==> src/rtl/mcd_cfg.svh <==
// constants for the machine check and vector dispatch unit
`ifndef MCD_CFG_SVH
`define MCD_CFG_SVH

// ==========================================
// priority levels
`define IPL_MAX         5'h1f
`define IPL_SYS_COR     5'h14
`define IPL_ASYNC       5'h02

// ==========================================
// vector control block byte offsets
`define OFF_FEN         15'h0010
`define OFF_ACV         15'h0080
`define OFF_TNV         15'h0090
`define OFF_FOR         15'h00a0
`define OFF_FOW         15'h00b0
`define OFF_FOE         15'h00c0
`define OFF_ARITH       15'h0200
`define OFF_ASYNC_K     15'h0240
`define OFF_ASYNC_E     15'h0250
`define OFF_ASYNC_S     15'h0260
`define OFF_SYS_COR     15'h0620
`define OFF_PROC_COR    15'h0630
`define OFF_SYS_MCHK    15'h0660
`define OFF_PROC_MCHK   15'h0670
`define OFF_PARAM       48'h0000_0000_0008

// ==========================================
// error summary bit positions
`define ES_MCHK_IP      0
`define ES_SYS_COR_IP   1
`define ES_PROC_COR_IP  2
`define ES_SUP_PROC     3
`define ES_SUP_SYS      4

// ==========================================
// logout frame
`define FLG_RETRY       31
`define FLG_SECOND      30
`define FRM_FW_OFF      32'h0000_0010
`define LOGOUT_NONE     64'hffff_ffff_ffff_ffff

`endif

==> src/rtl/mcd_pkg.sv <==
// types for the machine check and vector dispatch unit
package mcd_pkg;

   // ==========================================
   // fault and trap kinds
   typedef enum logic [3:0] {
      FLT_FEN, FLT_ACV, FLT_TNV, FLT_FOR, FLT_FOW, FLT_FOE,
      TRP_ARITH, TRP_ASYNC_K, TRP_ASYNC_E, TRP_ASYNC_S
   } trap_kind_t;

   typedef enum logic [2:0] {
      ST_IDLE, ST_RD_VEC, ST_RD_PARM, ST_DONE, ST_CONSOLE
   } disp_state_t;

   // ==========================================
   // carriers
   typedef struct packed {
      logic [63:0] handler_pc;
      logic [63:0] param;
      logic [63:0] saved_pc;
      logic [63:0] logout_ptr;
      logic [4:0]  ipl;
      logic        kernel;
   } dispatch_t;

   typedef struct packed {
      logic [31:0] size;
      logic [31:0] flags;
      logic [31:0] cpu_off;
      logic [31:0] sys_off;
   } frame_hdr_t;

   typedef struct packed {
      logic [31:0] fw_len;
      logic [31:0] cpu_len;
      logic [31:0] sys_len;
   } frame_len_t;

endpackage : mcd_pkg

==> src/rtl/sticky_flags.sv <==
// bank of sticky flags where a set beats a clear
`timescale 1ns/10ps
`default_nettype none

module sticky_flags #(
   parameter int W = 1
) (
   // clock and reset
   input  wire logic         clk_in,
   input  wire logic         rst_in,
   input  wire logic         ce_in,
   // controls
   input  wire logic [W-1:0] set_in,
   input  wire logic [W-1:0] clr_in,
   // state
   output logic      [W-1:0] q_out
);

   always_ff @(posedge clk_in or posedge rst_in) begin
      if (rst_in) begin
         q_out <= '0;
      end else if (ce_in) begin
         q_out <= set_in | (q_out & ~clr_in);
      end
   end
endmodule : sticky_flags

`default_nettype wire

==> src/rtl/vec_entry_addr.sv <==
// entry address from page frame base and byte offset
`timescale 1ns/10ps
`default_nettype none

module vec_entry_addr #(
   parameter int ADDR_W     = 48,
   parameter int PAGE_SHIFT = 13
) (
   // inputs
   input  wire logic [ADDR_W-PAGE_SHIFT-1:0] pfn_in,
   input  wire logic [14:0]                  off_in,
   // result
   output logic      [ADDR_W-1:0]            addr_out
);

   logic [10:0] idx;

   // base plus entry index times sixteen
   assign idx      = off_in[14:4];
   assign addr_out = {pfn_in, {PAGE_SHIFT{1'b0}}}
                   + {{(ADDR_W-15){1'b0}}, idx, 4'h0}; // RL24 RL17

endmodule : vec_entry_addr

`default_nettype wire

==> src/rtl/mchk_dispatch.sv <==
// machine check delivery and vector dispatch unit
//
// What this block does
// RL1 - processor correctable checks at level 31; nonmaskable at once, maskable below 31
// RL2 - every machine check enters kernel mode on kernel stack, never disabled
// RL3 - suppression bits stop reporting of corrections, not generation or correction
// RL4 - saved pc is the next instruction that would have issued
// RL5 - drain-aborts call holds issue until outstanding checks are taken
// RL6 - retry flag set only when processor and platform state are intact
// RL7 - one detected error condition yields only one machine check
// RL8 - uncorrectable in-progress flag set before check; software clears it
// RL9 - second uncorrectable error or failed delivery enters console, double error
// RL10 - correctable in-progress flag set before report; software clears it
// RL11 - correctable error during in-progress is corrected, unreported, frame untouched
// RL12 - logout pointer holds frame offset, or all ones when no frame
// RL13 - frame holds size, flags, cpu offset, system offset, firmware info
// RL14 - flag bit 31 resume indication, always set on corrected reports
// RL15 - flag bit 30 second correctable error; clear on checks; low bits zero
// RL16 - offsets of 16, equal offsets, or size mark absent sections
// RL17 - vector block page aligned, base from vector table base page frame
// RL18 - entries of sixteen bytes: handler address then parameter
// RL19 - first 512 entries are static; rest are software assigned
// RL20 - faults in kernel mode, level unchanged, at their fault offsets
// RL21 - arithmetic trap at offset 200, kernel mode, level unchanged
// RL22 - async system traps at level 2, kernel, offsets 240 250 260
// RL23 - each dispatch reads its entry before handing over control
// RL24 - entry address is base plus entry index times sixteen
// RL25 - reset clears in-progress flags and suppression bits
`timescale 1ns/10ps
`default_nettype none
`include "mcd_cfg.svh"

module mchk_dispatch #(
   parameter int         ADDR_W     = 48,
   parameter int         PAGE_SHIFT = 13,
   parameter int         ENTRIES    = 2048,
   parameter logic [7:0] HALT_DBL   = 8'h01 // arbitrary code
) (
   // clock and reset
   input  wire logic                         clk_in,
   input  wire logic                         rst_in,
   input  wire logic                         ce_in,
   // processor context
   input  wire logic [4:0]                   ipl_in,
   input  wire logic [63:0]                  next_pc_in,
   input  wire logic                         retry_ok_in,
   // error detection strobes
   input  wire logic                         proc_uerr_nm_in,
   input  wire logic                         proc_uerr_in,
   input  wire logic                         sys_uerr_in,
   input  wire logic                         proc_cor_nm_in,
   input  wire logic                         proc_cor_in,
   input  wire logic                         sys_cor_in,
   input  wire logic                         deliver_fail_in,
   // fault and trap requests
   input  wire logic                         fault_req_in,
   input  wire mcd_pkg::trap_kind_t          fault_kind_in,
   output logic                              fault_ack_out,
   // software controls
   input  wire logic                         drain_aborts_in,
   input  wire logic                         clr_mchk_in,
   input  wire logic                         clr_sys_cor_in,
   input  wire logic                         clr_proc_cor_in,
   input  wire logic                         sup_wr_in,
   input  wire logic [1:0]                   sup_val_in,
   input  wire logic [ADDR_W-PAGE_SHIFT-1:0] vtb_pfn_in,
   // logout frame description
   input  wire logic                         frame_build_in,
   input  wire logic [63:0]                  frame_off_in,
   input  wire mcd_pkg::frame_len_t          frame_len_in,
   // vector block read port
   output logic                              mem_req_out,
   output logic      [ADDR_W-1:0]            mem_addr_out,
   input  wire logic                         mem_ack_in,
   input  wire logic [63:0]                  mem_rdata_in,
   // results
   output logic                              dispatch_valid_out,
   output mcd_pkg::dispatch_t                dispatch_out,
   output mcd_pkg::frame_hdr_t               frame_out,
   output logic      [4:0]                   error_summary_out,
   output logic                              corrected_out,
   output logic                              issue_ok_out,
   output logic                              console_out,
   output logic      [7:0]                   halt_reason_out
);

   // ==========================================
   // state
   mcd_pkg::disp_state_t st_q;
   mcd_pkg::disp_state_t st_d;
   mcd_pkg::dispatch_t   disp_q;
   mcd_pkg::frame_hdr_t  frame_q;
   mcd_pkg::frame_hdr_t  frame_d;
   logic [ADDR_W-1:0]    addr_q;
   logic [1:0]           sup_q;
   logic                 drain_q;
   logic [7:0]           halt_q;

   wire  [5:0]           pend;
   wire  [2:0]           ip;
   wire  [1:0]           sec;

   // ==========================================
   // eligibility and priority
   // bit order is priority order, lowest bit first:
   // 0 proc uncorr nonmask, 1 proc cor nonmask,
   // 2 proc uncorr, 3 sys uncorr, 4 proc cor, 5 sys cor
   wire [5:0] pend_set;
   wire [5:0] pend_clr;
   wire [5:0] mask_ok;
   wire [5:0] elig;
   wire [5:0] grant;
   wire       uerr_det;
   wire       dbl_err;
   wire       idle;
   wire       flt_go;
   wire       ev_go;

   assign uerr_det = proc_uerr_nm_in | proc_uerr_in | sys_uerr_in;
   assign dbl_err  = uerr_det & ip[`ES_MCHK_IP]; // RL9

   // an uncorrectable error seen during a check escalates instead
   assign pend_set = {sys_cor_in,
                      proc_cor_in,
                      sys_uerr_in & ~ip[`ES_MCHK_IP],
                      proc_uerr_in & ~ip[`ES_MCHK_IP],
                      proc_cor_nm_in,
                      proc_uerr_nm_in & ~ip[`ES_MCHK_IP]};

   // no enable masks a check, only the priority level defers it
   assign mask_ok = {ipl_in < `IPL_SYS_COR,
                     ipl_in < `IPL_MAX,
                     ipl_in < `IPL_MAX,
                     ipl_in < `IPL_MAX,
                     1'b1,
                     1'b1}; // RL1 RL2

   assign elig  = pend & mask_ok;
   assign grant = elig & (~elig + 6'h01);

   assign idle   = (st_q == mcd_pkg::ST_IDLE);
   assign flt_go = idle & fault_req_in;
   assign ev_go  = idle & ~fault_req_in & (|grant);

   // a processor uncorrectable check swallows a pending system uncorrectable check for the same event
   assign pend_clr = {6{ev_go}}
                   & (grant | {2'b00, grant[0] | grant[2], 3'b000}); // RL7

   sticky_flags #(
      .W (6)
   ) u_pend (
      .clk_in (clk_in),
      .rst_in (rst_in),
      .ce_in  (ce_in),
      .set_in (pend_set),
      .clr_in (pend_clr),
      .q_out  (pend)
   );

   // ==========================================
   // kind of the granted event
   wire is_u;
   wire is_pc;
   wire is_sc;
   wire is_cor;
   wire cor_sup;
   wire cor_rep;
   wire deliver;

   assign is_u    = grant[0] | grant[2] | grant[3];
   assign is_pc   = grant[1] | grant[4];
   assign is_sc   = grant[5];
   assign is_cor  = is_pc | is_sc;

   // suppressed or already in progress: corrected but not reported
   assign cor_sup = is_pc ? (sup_q[0] | ip[`ES_PROC_COR_IP])
                          : (sup_q[1] | ip[`ES_SYS_COR_IP]); // RL3 RL11
   assign cor_rep = is_cor & ~cor_sup;
   assign deliver = flt_go | (ev_go & (is_u | cor_rep));

   assign corrected_out = ev_go & is_cor; // RL3

   // ==========================================
   // in-progress and second-error flags
   wire [2:0] ip_set;
   wire [2:0] ip_clr;
   wire [1:0] sec_set;
   wire [1:0] sec_clr;

   assign ip_set = {ev_go & cor_rep & is_pc,
                    ev_go & cor_rep & is_sc,
                    ev_go & is_u}; // RL8 RL10
   assign ip_clr = {clr_proc_cor_in, clr_sys_cor_in, clr_mchk_in}; // RL8 RL10

   sticky_flags #(
      .W (3)
   ) u_ip (
      .clk_in (clk_in),
      .rst_in (rst_in),
      .ce_in  (ce_in),
      .set_in (ip_set),
      .clr_in (ip_clr),
      .q_out  (ip)
   ); // RL25

   // bit 0 proc, bit 1 sys
   assign sec_set = {sys_cor_in & ip[`ES_SYS_COR_IP],
                     (proc_cor_in | proc_cor_nm_in) & ip[`ES_PROC_COR_IP]}; // RL15
   assign sec_clr = {ev_go & cor_rep & is_sc,
                     ev_go & cor_rep & is_pc};

   sticky_flags #(
      .W (2)
   ) u_sec (
      .clk_in (clk_in),
      .rst_in (rst_in),
      .ce_in  (ce_in),
      .set_in (sec_set),
      .clr_in (sec_clr),
      .q_out  (sec)
   );

   assign error_summary_out = {sup_q[1], sup_q[0], ip};

   // ==========================================
   // vector offset and target level
   function automatic logic [14:0] trap_off(input mcd_pkg::trap_kind_t k);
      case (k)
         mcd_pkg::FLT_FEN:     trap_off = `OFF_FEN;
         mcd_pkg::FLT_ACV:     trap_off = `OFF_ACV;
         mcd_pkg::FLT_TNV:     trap_off = `OFF_TNV;
         mcd_pkg::FLT_FOR:     trap_off = `OFF_FOR;
         mcd_pkg::FLT_FOW:     trap_off = `OFF_FOW;
         mcd_pkg::FLT_FOE:     trap_off = `OFF_FOE;
         mcd_pkg::TRP_ARITH:   trap_off = `OFF_ARITH;
         mcd_pkg::TRP_ASYNC_K: trap_off = `OFF_ASYNC_K;
         mcd_pkg::TRP_ASYNC_E: trap_off = `OFF_ASYNC_E;
         mcd_pkg::TRP_ASYNC_S: trap_off = `OFF_ASYNC_S;
         default:              trap_off = `OFF_FEN;
      endcase
   endfunction : trap_off // RL20 RL21 RL22

   wire [14:0]       off_sel;
   wire [4:0]        ipl_sel;
   wire              is_async;
   wire [ADDR_W-1:0] entry_addr;

   assign is_async = (fault_kind_in == mcd_pkg::TRP_ASYNC_K)
                   | (fault_kind_in == mcd_pkg::TRP_ASYNC_E)
                   | (fault_kind_in == mcd_pkg::TRP_ASYNC_S);

   assign off_sel = flt_go                ? trap_off(fault_kind_in) :
                    (grant[0] | grant[2]) ? `OFF_PROC_MCHK :
                    grant[3]              ? `OFF_SYS_MCHK :
                    is_pc                 ? `OFF_PROC_COR : `OFF_SYS_COR;

   // faults and traps keep the level; async traps drop to 2
   assign ipl_sel = flt_go ? (is_async ? `IPL_ASYNC : ipl_in) :
                    is_sc  ? `IPL_SYS_COR : `IPL_MAX; // RL20 RL21 RL22 RL1

   vec_entry_addr #(
      .ADDR_W     (ADDR_W),
      .PAGE_SHIFT (PAGE_SHIFT)
   ) u_addr (
      .pfn_in   (vtb_pfn_in),
      .off_in   (off_sel),
      .addr_out (entry_addr)
   ); // RL24 RL17

   // ==========================================
   // logout frame header
   wire [31:0] cpu_off;
   wire [31:0] sys_off;
   wire [31:0] frm_size;
   wire        sec_bit;
   wire        frame_use;

   // zero-length sections give the equal offsets that mark absence
   assign cpu_off  = `FRM_FW_OFF + frame_len_in.fw_len; // RL16
   assign sys_off  = cpu_off + frame_len_in.cpu_len; // RL16
   assign frm_size = sys_off + frame_len_in.sys_len; // RL13 RL16
   assign sec_bit  = is_pc ? sec[0] : sec[1];
   assign frame_use = ~flt_go & frame_build_in;

   always_comb begin
      frame_d         = '0;
      frame_d.size    = frm_size;
      frame_d.cpu_off = cpu_off;
      frame_d.sys_off = sys_off;
      if (is_cor) begin
         frame_d.flags[`FLG_RETRY]  = 1'b1; // RL14
         frame_d.flags[`FLG_SECOND] = sec_bit; // RL15
      end else begin
         frame_d.flags[`FLG_RETRY]  = retry_ok_in; // RL6
      end
   end

   // ==========================================
   // dispatch sequencer
   always_comb begin
      st_d = st_q;
      case (st_q)
         mcd_pkg::ST_IDLE:    if (deliver) st_d = mcd_pkg::ST_RD_VEC;
         mcd_pkg::ST_RD_VEC:  if (mem_ack_in) st_d = mcd_pkg::ST_RD_PARM;
         mcd_pkg::ST_RD_PARM: if (mem_ack_in) st_d = mcd_pkg::ST_DONE;
         mcd_pkg::ST_DONE:    st_d = mcd_pkg::ST_IDLE;
         mcd_pkg::ST_CONSOLE: st_d = mcd_pkg::ST_CONSOLE;
         default:             st_d = mcd_pkg::ST_IDLE;
      endcase
      if (dbl_err | deliver_fail_in) begin
         st_d = mcd_pkg::ST_CONSOLE; // RL9
      end
   end

   always_ff @(posedge clk_in or posedge rst_in) begin
      if (rst_in) begin
         st_q <= mcd_pkg::ST_IDLE;
      end else if (ce_in) begin
         st_q <= st_d;
      end
   end

   // entry fetch: handler address first, parameter eight bytes on
   always_ff @(posedge clk_in or posedge rst_in) begin
      if (rst_in) begin
         addr_q <= '0;
      end else if (ce_in) begin
         if (idle & deliver) begin
            addr_q <= entry_addr; // RL23
         end else if ((st_q == mcd_pkg::ST_RD_VEC) & mem_ack_in) begin
            addr_q <= addr_q + `OFF_PARAM; // RL18
         end
      end
   end

   assign mem_req_out  = (st_q == mcd_pkg::ST_RD_VEC)
                       | (st_q == mcd_pkg::ST_RD_PARM); // RL23
   assign mem_addr_out = addr_q;

   always_ff @(posedge clk_in or posedge rst_in) begin
      if (rst_in) begin
         disp_q  <= '0;
         frame_q <= '0;
      end else if (ce_in) begin
         if (idle & deliver) begin
            disp_q.saved_pc   <= next_pc_in; // RL4
            disp_q.ipl        <= ipl_sel;
            disp_q.kernel     <= 1'b1; // RL2 RL20
            disp_q.logout_ptr <= frame_use ? frame_off_in : `LOGOUT_NONE; // RL12
            frame_q           <= frame_d; // RL11
         end
         if ((st_q == mcd_pkg::ST_RD_VEC) & mem_ack_in) begin
            disp_q.handler_pc <= mem_rdata_in; // RL18
         end
         if ((st_q == mcd_pkg::ST_RD_PARM) & mem_ack_in) begin
            disp_q.param <= mem_rdata_in; // RL18
         end
      end
   end

   assign dispatch_valid_out = (st_q == mcd_pkg::ST_DONE);
   assign dispatch_out       = disp_q;
   assign frame_out          = frame_q;
   assign fault_ack_out      = flt_go;

   // ==========================================
   // suppression, drain and console
   always_ff @(posedge clk_in or posedge rst_in) begin
      if (rst_in) begin
         sup_q   <= 2'b00; // RL25
         drain_q <= 1'b0;
         halt_q  <= 8'h00;
      end else if (ce_in) begin
         if (sup_wr_in) begin
            sup_q <= sup_val_in;
         end
         drain_q <= drain_aborts_in | (drain_q & ((|elig) | ~idle)); // RL5
         if ((dbl_err | deliver_fail_in) & (st_q != mcd_pkg::ST_CONSOLE)) begin
            halt_q <= HALT_DBL; // RL9
         end
      end
   end

   assign console_out     = (st_q == mcd_pkg::ST_CONSOLE);
   assign halt_reason_out = halt_q;
   assign issue_ok_out    = idle & ~drain_aborts_in
                          & ~(drain_q & (|elig)); // RL5
endmodule : mchk_dispatch

`default_nettype wire

==> config.mk <==
export PLATFORM = sky130hd
export DESIGN_NAME = mchk_dispatch
export DESIGN_NICKNAME = d
export VERILOG_FILES = /design/src/rtl/mcd_pkg.sv /design/src/rtl/sticky_flags.sv /design/src/rtl/vec_entry_addr.sv /design/src/rtl/mchk_dispatch.sv
export VERILOG_INCLUDE_DIRS = /design/src /design/src/rtl
export SDC_FILE = /design/constraint.sdc
export NUM_CORES = 1
export LEC_CHECK = 0
export BUFFER_PORTS_ARGS = -buffer_cell sky130_fd_sc_hd__buf_2
export CAP_MARGIN = 5
export CORE_AREA = 2 2 319 321
export DETAILED_ROUTE_END_ITERATION = 10
export DIE_AREA = 0 0 321 323
export GPL_TIMING_DRIVEN = 0
export HOLD_SLACK_MARGIN = 0.03
export PLACE_DENSITY = 0.5
export SYNTH_ARGS = -nofsm -noshare
export SYNTH_HDL_FRONTEND = slang
export SYNTH_HIERARCHICAL = 1
export SYNTH_SLANG_ARGS = --single-unit
==> constraint.sdc <==
create_clock -name clk_in -period 16.38 [get_ports clk_in]
set_input_delay 3.276 -clock clk_in [delete_from_list [all_inputs] [get_ports clk_in]]
set_output_delay 3.276 -clock clk_in [all_outputs]
set_load 0.005 [all_outputs]
---- Yosys cells after proc, flatten, opt, wreduce, memory -nomap -nowiden ----
Memories as Yosys holds them, arrays and structs flattened.
Cells that the tools add are included.
word-level totals
  bits of input ports ..................... 353
  memories ................................ 1
  output and inout port bits .............. 457
  memory bits (read-only) ................. 80
  word-level logic and storage cells ...... 131
  register bits ........................... 426
memories
  name              words  bits a word  read ports  clocked after Yosys merged registers in  wr ports  RTL line              text
  (name not given)  16     5            1           0                                        0         mchk_dispatch.sv:228  case (k)
operators by class
  muxes and demuxes ....................... 19
  bitwise logic cells ..................... 63
  equal/unequal tests ..................... 11
  $add $sub $neg .......................... 6
  order comparisons ....................... 2
  reduce and logical (&&, ||, !) cells .... 11
operators by type and width
  kind                   number
  $mux 48                2
  $add 32x32->32         2
  $mux 64                1
  $add 48x15->48         1
  $add 48x4->48 const B  1
  $add 5x32->32 const A  1
  $and 1x1->1            25
  $and 6x6->6            4
  $or 1x1->1             17
  $mux 15                1
  $mux 5                 3
  $mux 7                 2
  $mux 3                 4
  $not 6->6              2
  $pmux 3 s4             1
  $reduce_and 2->1       6
  $reduce_or 6->1        2
  $lt 5x5->1 const B     2
  $eq 4x4->1 const B     2
  $not 1->1              7
  $add 6x1->6 const B    1
  $eq 3x2->1 const B     2
  $ne 3x2->1 const B     2
  $or 6x4->6             1
  other kinds (17)       20

---- Longest topological paths before layout ----
Gate-level depths: netlist of run 1.
  depth in word-level cells ............... 15
  depth in mapped cells ................... 27
  gate-level depth less buffers ........... 26

---- Modules after synthesis ----
Netlist of run 1, hierarchy kept.
by module, submodules not included
  module                  area an instance (µm²)  seq. area each (µm²)  times used  cells each
  mchk_dispatch           20945.1                 10385.0               1           2004
  vec_entry_addr          869.6                   0.0                   1           126
  sticky_flags at u_pend  242.7                   150.1                 1           20
  sticky_flags at u_ip    116.4                   75.1                  1           10
  sticky_flags at u_sec   78.8                    50.0                  1           7

---- Worst setup path after synthesis of run 1 ----
No wires, ideal clock.
  path type ............................... input to register
  start ................................... input frame_len_in[69] (netlist name)
  end ..................................... register frame_q, in the netlist frame_out[127]
  cell stages on the path ................. 21
  setup slack ............................. 8.902 ns
  path buffers ............................ 0
  arrival ................................. 7.348 ns
  cell sequence ........................... and3_1 xor2_1 ha_1 a21o_1 a21o_1 a21o_1 o311a_1 o211ai_1 a21boi_0 o21a_1 o21a_1 nor2_1 ha_1 a21oi_1 nor3b_1 o211ai_1 a21oi_1 and3b_1 a221oi_1 xnor2_1 o21ai_1
RTL lines
  what                    RTL line              text
  start: declaration      mchk_dispatch.sv:70   input wire mcd_pkg::frame_len_t frame_len_in,
  end signal: assignment  mchk_dispatch.sv:350  frame_q <= frame_d;
  end: declaration        mchk_dispatch.sv:92   mcd_pkg::frame_hdr_t frame_q;

---- Final worst setup path of run 1 ----
  start ................................... input ipl_in[3]
  end ..................................... output corrected_out
on the way
  longest elaborated chain between the ends .. 8
  elaborated cells on any way between the ends .. 11
  classes of those cells .................. add/sub: 1; order compare: 2; bitwise: 7; reduce/logical: 1
RTL lines
  what                                           RTL line                                    text
  start: declaration                             mchk_dispatch.sv:44                         input wire logic [4:0] ipl_in,
  $lt 5x5->1 (no line)                           n/a
  $and 6x6->6 (*)                                mchk_dispatch.sv:138                        assign elig = pend & mask_ok;
  $not 6->6                                      mchk_dispatch.sv:139                        assign grant = elig & (~elig + 6'h01);
  $add 6x1->6                                    mchk_dispatch.sv:139
  $and 6x6->6 (*)                                mchk_dispatch.sv:139
  $reduce_or 6->1 or $or 1x1->1 (tied branches)  mchk_dispatch.sv:143, mchk_dispatch.sv:171
  $and 1x1->1 or $or 1x1->1 (tied branches)      mchk_dispatch.sv:143, mchk_dispatch.sv:173
  $and 1x1->1 (*)                                mchk_dispatch.sv:181                        assign corrected_out = ev_go & is_cor;
  end: declaration                               mchk_dispatch.sv:81                         output logic corrected_out,
Mark *: on every way between the ends. The rest lies on a longest branch, timed or not.

==> results of run 1 <==
[cells by family after synthesis]
kind of cell,Yosys count
AO/OA/AOI/OAI,470
XOR/XNOR,115
adder cells (fa/ha/maj),74
buffers and inverters,190
flip-flops,426
multiplexers,260
other,2
AND/OR/NAND/NOR,630
[synthesized netlist by cell type, types with 10 or more instances]
library cell / count / area (µm²)
clkbuf_1: 60 / 225.2
o22ai_1: 13 / 81.33
xor2_1: 55 / 481.7
a31oi_1: 20 / 125.1
o31ai_1: 10 / 75.07
mux2_2: 256 / 2883
nand4_1: 29 / 181.4
inv_1: 43 / 161.4
a21o_1: 27 / 202.7
ha_1: 71 / 888.4
nor2_1: 152 / 570.6
a22o_1: 12 / 105.1
a211oi_1: 12 / 90.09
and2_1: 17 / 106.4
o21a_1: 16 / 120.1
buf_2: 31 / 155.2
nand2b_1: 14 / 87.58
nand2_1: 230 / 863.3
nand3_1: 60 / 300.3
xnor2_1: 59 / 516.8
nor2b_1: 14 / 87.58
and3_1: 30 / 187.7
o21ai_0: 180 / 900.9
buf_4: 50 / 375.4
dfrtp_1: 426 / 10660
a21oi_1: 127 / 635.6
nor3_1: 35 / 175.2
[cell usage in the layout, fill, tap and decap left out, types with 12 or more instances in the layout]
| master | instances |
|---|---|
| and2_1 | 17 |
| xnor2_1 | 59 |
| a211oi_1 | 12 |
| dfrtp_1 | 426 |
| nor2_1 | 152 |
| nand2_1 | 230 |
| clkbuf_8 | 12 |
| mux2_2 | 256 |
| ha_1 | 71 |
| nand2b_1 | 14 |
| buf_2 | 803 |
| a31oi_1 | 20 |
| clkbuf_16 | 56 |
| xor2_1 | 55 |
| nand4_1 | 29 |
| clkbuf_1 | 66 |
| o21a_1 | 16 |
| a21o_1 | 27 |
| nand3_1 | 60 |
| a21oi_1 | 127 |
| buf_4 | 50 |
| inv_1 | 42 |
| conb_1 | 47 |
| and3_1 | 30 |
| o22ai_1 | 13 |
| nor2b_1 | 14 |
| a22o_1 | 12 |
| diode_2 | 18 |
| nor3_1 | 35 |
| o21ai_0 | 180 |
[worst max path at each step]
stage	from	to	slack, ns	depth (start not counted)
after global placement	rst_in	dispatch_out[127]	-4.98	2
after floorplan	rst_in	dispatch_out[0]	1.55	1
final	ipl_in[3]	corrected_out	7.66	7
after detailed placement	frame_len_in[68]	frame_out[122]	7.22	21
after global routing	frame_len_in[68]	frame_out[122]	7.45	21
after CTS	ipl_in[3]	corrected_out	7.67	7
[state kept, by name (all words and copies together), names as in the netlist]
name	count
dispatch_out	262
drain_q	1
frame_out	98
halt_reason_out	1
mem_addr_out	48
st_q	3
sup_q	2
u_ip/q_out	3
u_pend/q_out	6
u_sec/q_out	2
[critical path, stage by stage]
cell and delay [ns]:
buf_2 0.12, o21ai_0 0.54, nand2_1 0.21, nor2_1 0.75
nor2_1 0.11, nor2_1 0.23, buf_2 0.20
[area by class of cell]
class / instances / area, µm²
Antenna cell: 18 / 45.04
Buffer: 146 / 789.5
Clock buffer: 74 / 1589
Clock inverter: 27 / 360.3
Fill cell: 10740 / 70680
Inverter: 44 / 172.7
Multi-Input combinational cell: 1596 / 10810
Sequential cell: 426 / 10660
Tap cell: 1309 / 1638
Timing Repair Buffer: 776 / 3974
[routing by layer]
metal  track usage  vias up  share of wire
met1        0.2152     9597           0.43
met4       0.05462        8          0.023
met3       0.04589      117          0.075
met2        0.2651      667           0.47
li1              -     9380              -
met5             0        -        0.00064
[power breakdown]
group | internal, mW | switching (mW)
Clock | 0.779 | 0.529
Combinational | 0.598 | 0.651
Sequential | 1.41 | 0.223
Total | 2.78 | 1.40
[metrics by stage]
| stage | setup TNS [ns] | hold WS [ns] | util |
|---|---|---|---|
| 2_1_floorplan | 0 | 0.4590 | - |
| 3_3_place_gp | -2052.31 | 0.4522 | 0.2772 |
| 3_5_place_dp | 0 | 0.4618 | 0.2784 |
| 4_1_cts | 0 | 0.4762 | 0.2978 |
| 5_1_grt | 0 | 0.5023 | 0.2981 |
| 6_report | 0 | 0.4717 | 0.2982 |
==> results.yml, run 1 <==
run_status:
  status: "finished, final reports clean"
routing:
  wire_per_inst_um: 20.31
  vias_per_cell: 4.477
  drt_iter0_drc: 1154
  drc: 0
  postRouteAntennaNets: 0
  drt-total-wl_um: 89700
  vias: 19770
  firstDrtPassIters: 5
global_route:
  grt_pass1_wl_um: 129000
  grt_antenna_before_repair: 29
  globalRouteOverflowTotal: 0
  grt_use_total: 0.1656
  grt_max_degree: 103
  grt_pass1_vias: 19410
placed_design:
  dp.cells: 4297
  port_buffers: 772
  place_area_um2: 28040
  dpl_worst_slack_ns: 7.216
  dp_hpwl_um: 71550
  routabilityCongestion: 0.8732
floorplan:
  start_util: 0.2209
  die_h_um: 323
  ios: 810
  core_um2: 100700
  placementRows: 117
  die-width_um: 321
  dieArea_um2: 103700
timing:
  max_slew_margin: 0.2324
  tightest_slew_ns: 1.143
  setup_ws_ns: 7.662
  fin_crit_sh: 0.5322
  max_freq_mhz: 114.7
  rsz0062_at_grt: "no"
  fin_worst_skew_ns: 0.03436
  slew_violations: 0
  setup_violations: 0
  hold_violations: 0
  min_period_ns: 8.718
yosys:
  synth-edff-count: 0
  synthDistinctLibCells: 67
  synth_fa_ha_area_frac: 0.04262
  synth_xor_xnor_area_share: 0.04594
  netlist_instances: 2167
  synth-seq-cells: 426
  synth_compound_area_frac: 0.1247
  synth-seq-area-share: 0.4791
  synthArstFlopShare: 1.000
  ys.flop_type: "dfrtp_1"
  ys_warn_count: 6
  syn_area_um2: 22250
  synth_top_family_by_area: "simple AND/OR/NAND/NOR gates"
  synth_area_per_cell_um2: 10.27
  yosys-mux-area-fraction: 0.1313
  synth-simple-area-share: 0.1331
setup_path:
  path_max_fanout: 4
  required_ns: 13.10
  endpoint_kind: "output port"
  ff2ff_setup_slack_ns: 11.47
  critPathArrivalTime_ns: 5.44
  rr_startpoint: "u_pend/q_out[2]"
  cp-start-kind: "input port"
  reg2reg_depth: 9
  r2r_end: "frame_out[94]"
  worstSetupPathType: "input port to output port"
cts:
  cts_made_buffers: 55
  cts.clk_slew.worst_paths_ns: 0.06
  postCtsHoldBufs: 0
  htree_levels: 2
  clock_path_buffers: 3
  cts-resized-gates: 0
  clk_latency_ns: 0.64
  root_buffer: "clkbuf_16"
  numClockSinks: 426
  postCtsSetupBuffers: 0
  cts_tree: "built"
final_layout:
  area_growth_pct: 34.97
  fin_nets: 3472
  stdcell_area_um2: 30040
  final_cells: 4416
  drive_gt1_frac: 0.3975
hold_path:
  hp-class: "register to register"
  worstHoldStart: "frame_out[114]"
  min_to: "frame_out[114]"
  whs_path_depth: 2
pwr:
  design_power_total_mw: 4.187
  power_density_nw_per_um2: 139.4
  leakage_nw: 14.97
  ir_worst_vdd_mv: 0.08844
flow_run:
  max_cap_viol_count: 0
(Power assumes the default switching activity.)
==> run 2: changes to the inputs <==
ABC_AREA = 1   (was default)
CORE_AREA = 2 2 311 313   (was 2 2 319 321)
DIE_AREA = 0 0 313 315   (was 0 0 321 323)
PLACE_DENSITY = 0.54   (was 0.5)
clock period = 9 ns   (was 16.38 ns; I/O delays follow)
==> run 2 against run 1 <==
Compared with the run above:
- register-to-register slack worse by 6.2 ns
- via count up 25%
- global-route usage up 4.4 points
- power up 130%
- core utilization up 3.4 points
- non-clock buffer count up 18
- critical endpoint is now frame_out[126]
- highest routed layer unchanged
==> results.yml, run 2 <==
pwr:
  power_density_nw_per_um2: 303.5
  ir_worst_vdd_mv: 0.1550
  design_power_total_mw: 9.652
  leakage_nw: 17.19
cts:
  cts.clk_slew.worst_paths_ns: 0.07
  cts-resized-gates: 0
  cts_made_buffers: 51
  cts_tree: "built"
  numClockSinks: 426
  clk_latency_ns: 0.64
  root_buffer: "clkbuf_16"
  htree_levels: 2
  clock_path_buffers: 3
  postCtsHoldBufs: 0
  postCtsSetupBuffers: 0
timing:
  min_period_ns: 6.543
  tightest_slew_ns: 1.202
  fin_crit_sh: 0.7270
  fin_tns_setup_ns: 0
  hold_violations: 0
  rsz0062_at_grt: "no"
  slew_violations: 0
  max_slew_margin: 0.1987
  fin_worst_skew_ns: 0.01712
  max_freq_mhz: 152.8
  setup_violations: 0
floorplan:
  die_h_um: 315
  die-width_um: 313
  core_um2: 95710
  placementRows: 114
  start_util: 0.2524
  ios: 810
  dieArea_um2: 98600
setup_path:
  critPathTopFamily: "simple AND/OR/NAND/NOR gates"
  path_max_fanout: 5
  slowest_delay_ns: 0.53
  worstSetupPathType: "input port to register"
  cp_slowest_cell: "nor3_1"
  crit_top_cell: "nand2_1"
  ff2ff_setup_slack_ns: 5.24
  endpoint_kind: "register"
  critPathArrivalTime_ns: 7.12
  cp_num_buf_inv: 5
  required_ns: 9.58
  cp-start-kind: "input port"
global_route:
  grt_pass1_wl_um: 155600
  grt_max_degree: 42
  grt_use_total: 0.2101
  globalRouteOverflowTotal: 0
  grt_antenna_before_repair: 23
  grt_pass1_vias: 23770
final_layout:
  largest_reg_flops: 262
  fin_nets: 4591
  fin_util: 0.3322
  n_fill_cell: 10470
  drive_gt1_frac: 0.2433
  final_common_cell: "nand2_1"
  final_cell_mix: "1,296 x nand2_1, 807 x buf_2, 426 x dfrtp_1, 281 x nor2_1, 279 x inv_1"
  area_growth_pct: 31.64
  final_cells: 5496
routing:
  drc: 0
  dr_wl_met3_um: 5958
  drt_iter0_drc: 1585
  route.met2.wl_um: 51480
  firstDrtPassIters: 5
  wl_met1_um: 47600
  drt-total-wl_um: 108000
  vias: 24630
  wire_per_inst_um: 19.66
  vias_per_cell: 4.482
  postRouteAntennaNets: 0
  routed.top_layer: "met5"
yosys:
  yosysTopAreaCell: "dfrtp_1"
  synthArstFlopShare: 1.000
  ys_warn_count: 6
  ys.flop_type: "dfrtp_1"
  synth_area_per_cell_um2: 7.360
  yosysMostFrequentCell: "nand2_1"
  synth-seq-area-share: 0.4413
  netlist_instances: 3282
  synth_common_cells: "1,296 x nand2_1, 426 x dfrtp_1, 281 x nor2_1"
  synthTopCellsByArea: "dfrtp_1 44%, nand2_1 20%, o21ai_0 5.7%, nor2_1 4.4%, inv_1 4.4%"
  synth-seq-cells: 426
  synthDistinctLibCells: 50
  synth_top_area_frac: 0.4413
  synth-edff-count: 0
  syn_area_um2: 24160
placed_design:
  dp.cells: 5387
  dp_hpwl_um: 90040
  routabilityCongestion: 0.9254
  port_buffers: 772
run_status:
  status: "finished, final reports clean"
flow_run:
  max_cap_viol_count: 0
hold_path:
  hp-class: "register to register"
-- run 2: cell count changes after synthesis, moves of 53 or more --
cell and delta:
nand2_1 +1066, mux2_2 -254, inv_1 +237, nor2_1 +129, o21ai_0 +96, a21oi_1 -53
-- run 2: layout make-up --
type | instances | area [µm²] | area share
multi-input cells | 2462 | 11680 | 0.3672
flip-flops and latches | 426 | 10660 | 0.3352
repair buffers | 784 | 4104 | 0.1291
well taps | 1276 | 1597 | 0.05021
clock buffers | 72 | 1465 | 0.04608
inverters | 283 | 1066 | 0.03352
plain buffers | 156 | 925.9 | 0.02912
clock inverters | 21 | 264.0 | 0.008303
diodes | 16 | 40.04 | 0.001259
-- run 2: worst paths after layout --
check,start,to,depth (start not counted)
setup / recovery,frame_len_in[68],frame_out[126],30
setup reg to reg,u_pend/q_out[1],dispatch_out[132],8
max in group asynchronous,rst_in,dispatch_out[85],9
min in group asynchronous,rst_in,u_sec/q_out[0],2
hold reg to reg,dispatch_out[0],dispatch_out[0],1
hold / removal,dispatch_out[0],dispatch_out[0],1
-- run 2: through the flow --
step,setup slack (ns),hold slack [ns],area [µm²]
after global routing,2.026,0.4936,31790
after floorplan,1.604,0.4363,24330
after CTS,2.693,0.4704,31760
final,2.457,0.4678,31800
after global placement,-1.615,0.4558,29790
after detailed placement,2.030,0.4563,30030
-- run 2: where the power goes --
part	total [mW]	switching, mW	internal, mW
registers	3.43	0.609	2.82
logic	4.08	2.52	1.56
clock network	2.15	0.914	1.23
total	9.65	4.04	5.61
-- run 2: kinds of logic after synthesis --
group | after synthesis | synth area share
multiplexers | 2 | 0.0009323
AND/OR/NAND/NOR | 1787 | 0.2956
buffers and inverters | 439 | 0.08231
adder cells (fa/ha/maj) | 74 | 0.03926
other | 2 | 0.0003109
flip-flops | 426 | 0.4413
XOR/XNOR | 132 | 0.04786
AO/OA/AOI/OAI | 420 | 0.09246
-- run 2: worst register-to-register path: stages, from the launching register on --
cell	delay, ns
dfrtp_1	0.39
nor2_1	0.29
nand4_1	0.70
nand2_2	0.37
nand3_4	0.19
a21oi_2	0.32
clkbuf_1	0.78
nand2_1	0.48
nand2_1	0.16
-- run 2: metal layers --
layer,global-route usage,up-vias
li1,-,12040
met1,0.2745,11670
met2,0.3542,785
met3,0.03578,131
met4,0.06405,6
met5,0,-
